File: config.mk
export PLATFORM = sky130hd
export DESIGN_NAME = sfp_top
export DESIGN_NICKNAME = d
export VERILOG_FILES = /design/src/design/sfp_pkg.sv /design/src/design/sfp_ptr_if.sv /design/src/design/sfp_reg_read.sv /design/src/design/sfp_top.sv
export SDC_FILE = /design/constraint.sdc
export NUM_CORES = 1
export LEC_CHECK = 0
export ABC_CLOCK_PERIOD_IN_PS = 2800
export BUFFER_PORTS_ARGS = -buffer_cell sky130_fd_sc_hd__buf_2
export CAP_MARGIN = 20
export CORE_UTILIZATION = 40
export CTS_BUF_LIST = sky130_fd_sc_hd__clkbuf_4
export DETAILED_ROUTE_END_ITERATION = 8
export SYNTH_ARGS = -nofsm -noshare
export SYNTH_HDL_FRONTEND = slang
export SYNTH_SLANG_ARGS = --single-unit
File: constraint.sdc
create_clock -name clk -period 2.8 [get_ports clk]
set_clock_uncertainty 0.1 [all_clocks]
set_input_delay 0.28 -clock clk [delete_from_list [all_inputs] [get_ports clk]]
set_output_delay 0.28 -clock clk [all_outputs]
set_load 0.05 [all_outputs]
File: src/design/sfp_pkg.sv
// Constants for the sector FIFO pointer block.
// Assumes a single clock domain and an 8-bit microcontroller data space.
package sfp_pkg;
    // Pointer geometry
    localparam int PTR_W = 14;
    localparam int LOW_W = 8;
    localparam int HIGH_W = 6;
    localparam logic [13:0] PTR_RESET = 14'h0000;
    localparam logic [13:0] PTR_ONE = 14'h0001;
    localparam logic [13:0] PTR_LAST = 14'h3fff;
    // Register offsets in the microcontroller data space
    localparam logic [15:0] CONF_WR_LOW_OFS = 16'hf0ed;
    localparam logic [15:0] CONF_WR_HIGH_OFS = 16'hf0ee;
    localparam logic [15:0] WORK_RD_LOW_OFS = 16'hf0ef;
    localparam logic [15:0] WORK_RD_HIGH_OFS = 16'hf0f0;
    localparam logic [15:0] CONF_RD_LOW_OFS = 16'hf0f1;
    localparam logic [15:0] CONF_RD_HIGH_OFS = 16'hf0f2;
    // Read data for reserved bits and unmapped offsets
    localparam logic [7:0] READ_ZERO = 8'h00;
    localparam logic [1:0] RSV_ZERO = 2'h0;
endpackage

File: src/design/sfp_ptr_if.sv
// Pointer values handed from the pointer core to the register read port.
// Assumes both ends share one clock.
`timescale 1ns/1ps
interface sfp_ptr_if;
    logic [13:0] wr_bk;
    logic [13:0] rd_work;
    logic [13:0] rd_bk;
    modport core (output wr_bk, output rd_work, output rd_bk);
    modport regs (input wr_bk, input rd_work, input rd_bk);
endinterface

File: src/design/sfp_reg_read.sv
// Read-only register port for the pointer bytes.
// Assumes one read strobe per access on the same clock as the pointers.
`timescale 1ns/1ps
module sfp_reg_read
    import sfp_pkg::*;
(
    input wire logic clk,
    input wire logic reset_n,
    input wire logic [15:0] xdata_addr,
    input wire logic xdata_read,
    sfp_ptr_if.regs ptrs,
    output logic [7:0] xdata_rdata
);
    logic [7:0] next_xdata_rdata;

    // ------------------------------------------------------------
    // Byte select
    // ------------------------------------------------------------
    // Data holds between reads so a slow reader sees a stable byte
    always_comb begin
        next_xdata_rdata = xdata_rdata;
        if (xdata_read) begin
            case (xdata_addr)
                CONF_WR_LOW_OFS: next_xdata_rdata = ptrs.wr_bk[LOW_W-1:0];
                CONF_WR_HIGH_OFS: next_xdata_rdata = {RSV_ZERO, ptrs.wr_bk[PTR_W-1:LOW_W]};
                WORK_RD_LOW_OFS: next_xdata_rdata = ptrs.rd_work[LOW_W-1:0];
                WORK_RD_HIGH_OFS: next_xdata_rdata = {RSV_ZERO, ptrs.rd_work[PTR_W-1:LOW_W]};
                CONF_RD_LOW_OFS: next_xdata_rdata = ptrs.rd_bk[LOW_W-1:0];
                CONF_RD_HIGH_OFS: next_xdata_rdata = {RSV_ZERO, ptrs.rd_bk[PTR_W-1:LOW_W]};
                default: next_xdata_rdata = READ_ZERO;
            endcase
        end
    end

    always_ff @(posedge clk) begin
        if (!reset_n) begin
            xdata_rdata <= READ_ZERO;
        end else begin
            xdata_rdata <= next_xdata_rdata;
        end
    end
endmodule

File: src/design/sfp_top.sv
// Sector FIFO pointer core: working and confirmed write and read pointers.
// Assumes the fill, USB and ATA engines drive one-cycle strobes on clk.
//
// Function
// - Pointers are 14 bits; all but the working write pointer read as low byte and 6-bit high byte, read-only
// - On confirm, working write pointer is copied into confirmed write pointer
// - Readers never pass the confirmed write pointer; unconfirmed data stays hidden
// - Working read pointer is the address of every FIFO read
// - USB ACK timeout reloads working read pointer from confirmed read pointer
// - ATA-side reads are never rewound
// - ATA read increments read pointer and copies new value into confirmed pointer
// - Reset clears working read, confirmed read and confirmed write pointers
// - CRC abort restores working write pointer from confirmed write pointer
// - USB ACK copies working read pointer into confirmed read pointer
`timescale 1ns/1ps
module sfp_top
    import sfp_pkg::*;
(
    input wire logic clk,
    input wire logic reset_n,
    input wire logic fill_strobe,
    input wire logic fill_confirm,
    input wire logic fill_abort,
    input wire logic usb_read_strobe,
    input wire logic usb_ack,
    input wire logic usb_ack_timeout,
    input wire logic ata_read_strobe,
    input wire logic [15:0] xdata_addr,
    input wire logic xdata_read,
    output logic [7:0] xdata_rdata,
    output logic [13:0] write_address,
    output logic [13:0] read_address,
    output logic read_available
);
    // ------------------------------------------------------------
    // State
    // ------------------------------------------------------------
    logic [13:0] working_write_pointer;
    logic [13:0] confirmed_write_pointer;
    logic [13:0] working_read_pointer;
    logic [13:0] confirmed_read_pointer;
    logic [13:0] next_working_write_pointer;
    logic [13:0] next_confirmed_write_pointer;
    logic [13:0] next_working_read_pointer;
    logic [13:0] next_confirmed_read_pointer;
    logic next_read_available;
    logic data_ready;
    logic ata_take;
    logic usb_take;

    // Wraps modulo the 14-bit FIFO space
    function automatic logic [13:0] ptr_inc(input logic [13:0] p);
        ptr_inc = p + PTR_ONE;
    endfunction

    // ------------------------------------------------------------
    // Read acceptance
    // ------------------------------------------------------------
    // Data up to the confirmed write pointer only; ATA wins a clash
    assign data_ready = (working_read_pointer != confirmed_write_pointer);
    assign ata_take = ata_read_strobe && data_ready;
    assign usb_take = usb_read_strobe && data_ready && !ata_read_strobe;

    // ------------------------------------------------------------
    // Write pointer pair
    // ------------------------------------------------------------
    // Abort beats both a write and a confirm in the same cycle
    always_comb begin
        next_working_write_pointer = working_write_pointer;
        next_confirmed_write_pointer = confirmed_write_pointer;
        if (fill_abort) begin
            next_working_write_pointer = confirmed_write_pointer;
        end else begin
            if (fill_confirm) begin
                next_confirmed_write_pointer = working_write_pointer;
            end
            if (fill_strobe) begin
                next_working_write_pointer = ptr_inc(working_write_pointer);
            end
        end
    end

    // ------------------------------------------------------------
    // Read pointer pair
    // ------------------------------------------------------------
    // A rewind drops any read strobe in the same cycle
    always_comb begin
        next_working_read_pointer = working_read_pointer;
        next_confirmed_read_pointer = confirmed_read_pointer;
        if (usb_ack_timeout) begin
            next_working_read_pointer = confirmed_read_pointer;
        end else if (ata_take) begin
            // No backup copy survives an ATA read, so nothing can rewind it
            next_working_read_pointer = ptr_inc(working_read_pointer);
            next_confirmed_read_pointer = ptr_inc(working_read_pointer);
        end else begin
            if (usb_ack) begin
                next_confirmed_read_pointer = working_read_pointer;
            end
            if (usb_take) begin
                next_working_read_pointer = ptr_inc(working_read_pointer);
            end
        end
        next_read_available = (next_working_read_pointer != next_confirmed_write_pointer);
    end

    // Working write pointer has no reset value of its own documented; zero is used
    always_ff @(posedge clk) begin
        if (!reset_n) begin
            working_write_pointer <= PTR_RESET;
            confirmed_write_pointer <= PTR_RESET;
            working_read_pointer <= PTR_RESET;
            confirmed_read_pointer <= PTR_RESET;
            read_available <= 1'b0;
        end else begin
            working_write_pointer <= next_working_write_pointer;
            confirmed_write_pointer <= next_confirmed_write_pointer;
            working_read_pointer <= next_working_read_pointer;
            confirmed_read_pointer <= next_confirmed_read_pointer;
            read_available <= next_read_available;
        end
    end

    // ------------------------------------------------------------
    // Outputs
    // ------------------------------------------------------------
    // Addresses are the pointer flops themselves
    assign write_address = working_write_pointer;
    assign read_address = working_read_pointer;

    sfp_ptr_if ptr_bus();
    assign ptr_bus.wr_bk = confirmed_write_pointer;
    assign ptr_bus.rd_work = working_read_pointer;
    assign ptr_bus.rd_bk = confirmed_read_pointer;

    sfp_reg_read u_reg_read (
        .clk(clk),
        .reset_n(reset_n),
        .xdata_addr(xdata_addr),
        .xdata_read(xdata_read),
        .ptrs(ptr_bus.regs),
        .xdata_rdata(xdata_rdata)
    );
endmodule

# Yosys cells after proc, flatten, opt, wreduce, memory -nomap -nowiden
# Index checks and enable logic that the tools add are counted.
# totals
ff_bits	65
inputBits	26
output_inout_bits	37
# classes
n_addsub	2
n_eq_ne	8
muxes	10
bitwise_logic	1
reduce_logical	7
# ops
op	count
14-bit 2-to-1 mux	9
16-bit == test, second input constant	6
8-bit case mux with 6 select lines	1
14-bit by 1-bit adder with 14-bit output, second input constant	2
14-bit != test	2
2-bit nonzero test	2
1-bit logical AND	3
2-bit AND reduction	1
1-bit logical NOT	1
1-bit inverter	1

# Logic depth before layout (Yosys ltp)
# depth
word_depth	7
ltp_mapped	11
mapped_depth_nobuf	9

# Cells and area by module
# From an unflattened synthesis, not the netlist that was laid out.
# hier_totals
cells_unflattened	487
area_unflattened_um2	4075.2
# modules_own_cells
mod	instances	cells_each	area_each_um2
sfp_top	1	398	3291.9
sfp_reg_read	1	89	783.3

# Worst setup path after synthesis
# Ideal clock, no wire load.
# synth_timing
path_type	register to register
from	register working_read_pointer[1], in the netlist read_address[1]
to	register read_available
t_arrival_ps	2623
required_time_ps	2557
path_slack_ps	-66
path_stages_with_launch	11
n_path_buf	1
period_less_slack_ps	2866
cell_sequence	dfxtp_1 > ha_1 > and3_1 > and3_1 > buf_2 > nand4_1 > or3_1 > a31oi_2 > xnor2_1 > a2111oi_2 > a41oi_1
# synth_via
elab_chain_len	7
# synth_rtl
item	line_no	rtl
from (decl)	sfp_top.sv:40	logic [13:0] working_read_pointer;
from (signal assigned)	sfp_top.sv:118	working_read_pointer <= next_working_read_pointer;
branches (longest 4 deep; another with 14-bit by 1-bit adder with 14-bit output)	n/a	
14-bit 2-to-1 mux *	sfp_top.sv:92	end else if (ata_take) begin
14-bit 2-to-1 mux *	sfp_top.sv:90	if (usb_ack_timeout) begin
14-bit != test *	sfp_top.sv:104	next_read_available = (next_working_read_pointer != next_confirmed_write_pointer);
to (signal assigned)	sfp_top.sv:120	read_available <= next_read_available;
to (decl)	sfp_top.sv:33	output logic read_available
# Every way passes the cells marked *.
# A chain may end at the register's enable or synchronous reset.

# Worst setup path in the final report
# layout_timing
from	register working_read_pointer[2], in the netlist read_address[2]
to	register read_available
# The elaborated chain is that of the path after synthesis.

==> run_results.csv <==
group,metric,value,unit
logic_synthesis,synthCells,486,
pwr,combPwrFrac,23.0,%
clock_tree,holdBufCountCts,0,
floorplanning,pin_count,63,
pwr,p_sw,0.667,mW
drt,avgRoutedWirePerCell,17.3,um
pwr,p_leak,1.98,nW
logic_synthesis,seq_area_frac_synth,32.1,%
drt,drtAntennaViolNets,0,
placement,dp.cells,677,
timing,min_period,2.62,ns
timing,hold_viol_final,0,
layout,layout.cells.non_filler,692,
layout,syn2layout_area_growth,15.8,%
floorplanning,core,9770,um^2
placement,dp_hpwl,9140,um
logic_synthesis,synth.distinct_cells,57,
job,drv_cap,0,
drt,remaining_drc_errors,0,
pwr,clkPwrFrac,25.9,%
pwr,peakVddDrop,0.229,mV
clock_tree,cts_tree,"done",
global_routing,grt_first_pass_wirelength,18500,um
timing,min_period_over_period,93.6,%
drt,vias,3783,
setup_path,cp-end-kind,"register",
timing,setup_tns,0,ns
floorplanning,die_w,103,um
placement,place_ws,0.0220,ns
timing,setup_viol,0,
drt,drt_iter0_markers,215,
placement,placed_area,4570,um^2
setup_path,cp_num_buf_inv,2,
global_routing,grtUsageTotal,23.8,%
setup_path,cpPeakStageDelay,0.44,ns
setup_path,cp_max_fo,27,
clock_tree,root_buffer,"clkbuf_4",
setup_path,cp-start-kind,"register",
timing,worst_slack,0.179,ns
timing,worst_hold_slack,0.0735,ns
timing,tightest_slew,0.628,ns
timing,max_freq,382,MHz
placement,io_buffers,62,
drt,via_per_inst,5.47,
layout,diodes,0,
timing,slew_headroom,58.1,%
setup_path,crit_family,"simple AND/OR/NAND/NOR gates",
clock_tree,clkTransAtPathRegs,0.10,ns
clock_tree,clockBufferDepth,2,
setup_path,worst_path_most_repeated_cell,"nor4_1",
logic_synthesis,ys_ff_latch,65,
logic_synthesis,synth_fp_nets,514,
clock_tree,cts_sinks,65,
placement,globalplace.congestion,0.963,
layout,utilization,48.0,%
timing,rsz0062_at_grt,"false",
global_routing,grt_start_max_net_pins,59,
layout,design_area,4690,um^2
setup_path,critPathRequiredTime,2.97,ns
timing,drv_slew,0,
setup_path,path_cells,"xnor2_1, nand2_1, nor4_4, buf_12, nor4_1, o31ai_1, buf_4, xor2_1, nor4_1, a41oi_1",
floorplanning,dieHeight,103,um
drt,routed_wl,12000,um
clock_tree,htree_levels,3,
clock_tree,cts_made_buffers,9,
pwr,p_seq_share,51.1,%
setup_path,critPathKind,"reg2reg",
drt,firstDrtPassIters,5,
outcome,outcome,"finished, final reports clean",
logic_synthesis,syn_avg_cell_area,8.34,um^2
setup_path,cp.arrival,2.79,ns
pwr,p_per_area,422,nW/um^2
layout,nNetsFinal,583,
floorplanning,row_count,36,
global_routing,grt_antenna_before_repair,0,
pwr,switching_share,33.7,%
floorplanning,die_area,10500,um^2
global_routing,grt_pass1_vias,3366,
setup_path,cp_slowest_cell,"dfxtp_1",
floorplanning,start_util,41.4,%
logic_synthesis,yosys_warnings,0,
layout,drive_gt1_share,28.1,%
pwr,power.internal,1.31,mW
pwr,total_power,1.98,mW
hold_path,hold_path_class,"in2reg",
logic_synthesis,syn-cell-area,4050,um^2
clock_tree,post_cts_buffers,0,
clock_tree,clock_latency,0.42,ns
global_routing,grt-ovfl-total,0,
[final cells by class]
cell class,count,area (um^2)
Inverter,4,15.0
Timing Repair Buffer,98,593
Sequential cell,65,1320
Multi-Input combinational cell,377,2500
Clock buffer,10,75.1
Fill cell,1012,5080
Tap cell,133,166
Clock inverter,5,23.8
[cells by family after synthesis]
kind of cell	share of synthesized area, %
AOI/OAI and AO/OA	14.5
xor gates and xnor gates	12.9
and+or+nand+nor	25.8
adders and majority gates	0.618
buffers and inverters	6.45
DFF	32.1
muxes	7.63
[worst register-to-register path, stage by stage (launching register included)]
cell and delay [ns]:
dfxtp_1 0.44, xnor2_1 0.18, nand2_1 0.13, nor4_4 0.32, buf_12 0.21, nor4_1 0.08, o31ai_1 0.22, buf_4 0.16
xor2_1 0.06, nor4_1 0.41, a41oi_1 0.16
[placed cells by master (no fill, tap or decap), types with 12 or more instances in the layout]
cell type and instances:
a21oi_1 14, and3_1 13, buf_2 62, buf_4 35, dfxtp_1 55, mux2i_1 22
nand2_1 32, nand3_1 12, nor2_1 88, nor3_1 17, xnor2_1 25, xor2_1 26
[layer usage]
layer / share of wire [%] / wire length [um] / track usage, %
met1: 45 / 5370 / 32.5
met4: 2.8 / 340 / 11.0
met2: 45 / 5440 / 36.0
met5: 0 / 0 / 0
met3: 6.9 / 829 / 4.54
[Yosys cell counts, drive strengths merged]
library cell   n  area [um^2]
mux2           7         78.8
nand2         32          120
o21a           3         22.5
and3          14         87.6
o31a           5         50.1
inv            3         11.3
or3            3         20.0
mux2i         23          230
o21ai         11         55.1
a22o           6         52.6
clkbuf        19         75.1
xnor2         29          295
nor4           8         65.1
a22oi          3         22.5
nor2          88          330
a221oi         5         43.8
nor4bb         2         20.0
nand2b        10         62.6
nand4         11         75.1
a32oi          1         8.76
o211a          1         10.0
dfxtp         65         1300
nand3         12         60.1
a2bb2oi        2         17.5
o31ai          9         87.6
o211ai         1         7.51
xor2          26          228
nor3          17         85.1
or2            2         12.5
ha             2         25.0
a211oi         7         52.6
and2b          1         8.76
clkinv         1         3.75
nor4b          1         15.0
and2           5         31.3
a21oi         14         70.1
a2111oi        1         15.0
or4            1         7.51
a41oi          1         8.76
buf           21          171
nor2b          4         25.0
and4           2         18.8
a31oi          7         62.6
[registers in the layout, indices dropped and copies added, names as in the netlist]
name                     flops
u_reg_read.xdata_rdata       8
confirmed_write_pointer     14
write_address               14
read_available               1
read_address                14
confirmed_read_pointer      14
[timing repair]
| item | CTS | global route |
|---|---|---|
| gates resized for setup | 1 | 7 |
| setup endpoints to repair | 1 | 2 |
| pin swaps | 0 | 2 |
[final timing paths]
check	startpoint	end	slack (ns)	cells after the start
setup reg to reg	read_address[2]$_SDFF_PN0_	read_available$_SDFF_PN0_	0.18	10
setup / recovery	read_address[2]$_SDFF_PN0_	read_available$_SDFF_PN0_	0.18	10
hold / removal	xdata_read	u_reg_read.xdata_rdata[5]$_SDFFE_PN0P_	0.07	2
hold reg to reg	u_reg_read.xdata_rdata[0]$_SDFFE_PN0P_	u_reg_read.xdata_rdata[0]$_SDFFE_PN0P_	0.38	2
[power groups by stage]
stage	logic [mW]	registers, mW	clock network, mW
finish	0.456	1.01	0.512
global route	0.491	1.02	0.574
CTS	0.452	1.01	0.527
global placement	0.447	1.03	0
floorplan	0.278	1.08	0
detailed placement	0.451	1.03	0
Note: power is estimated with default switching activity, not from simulation.
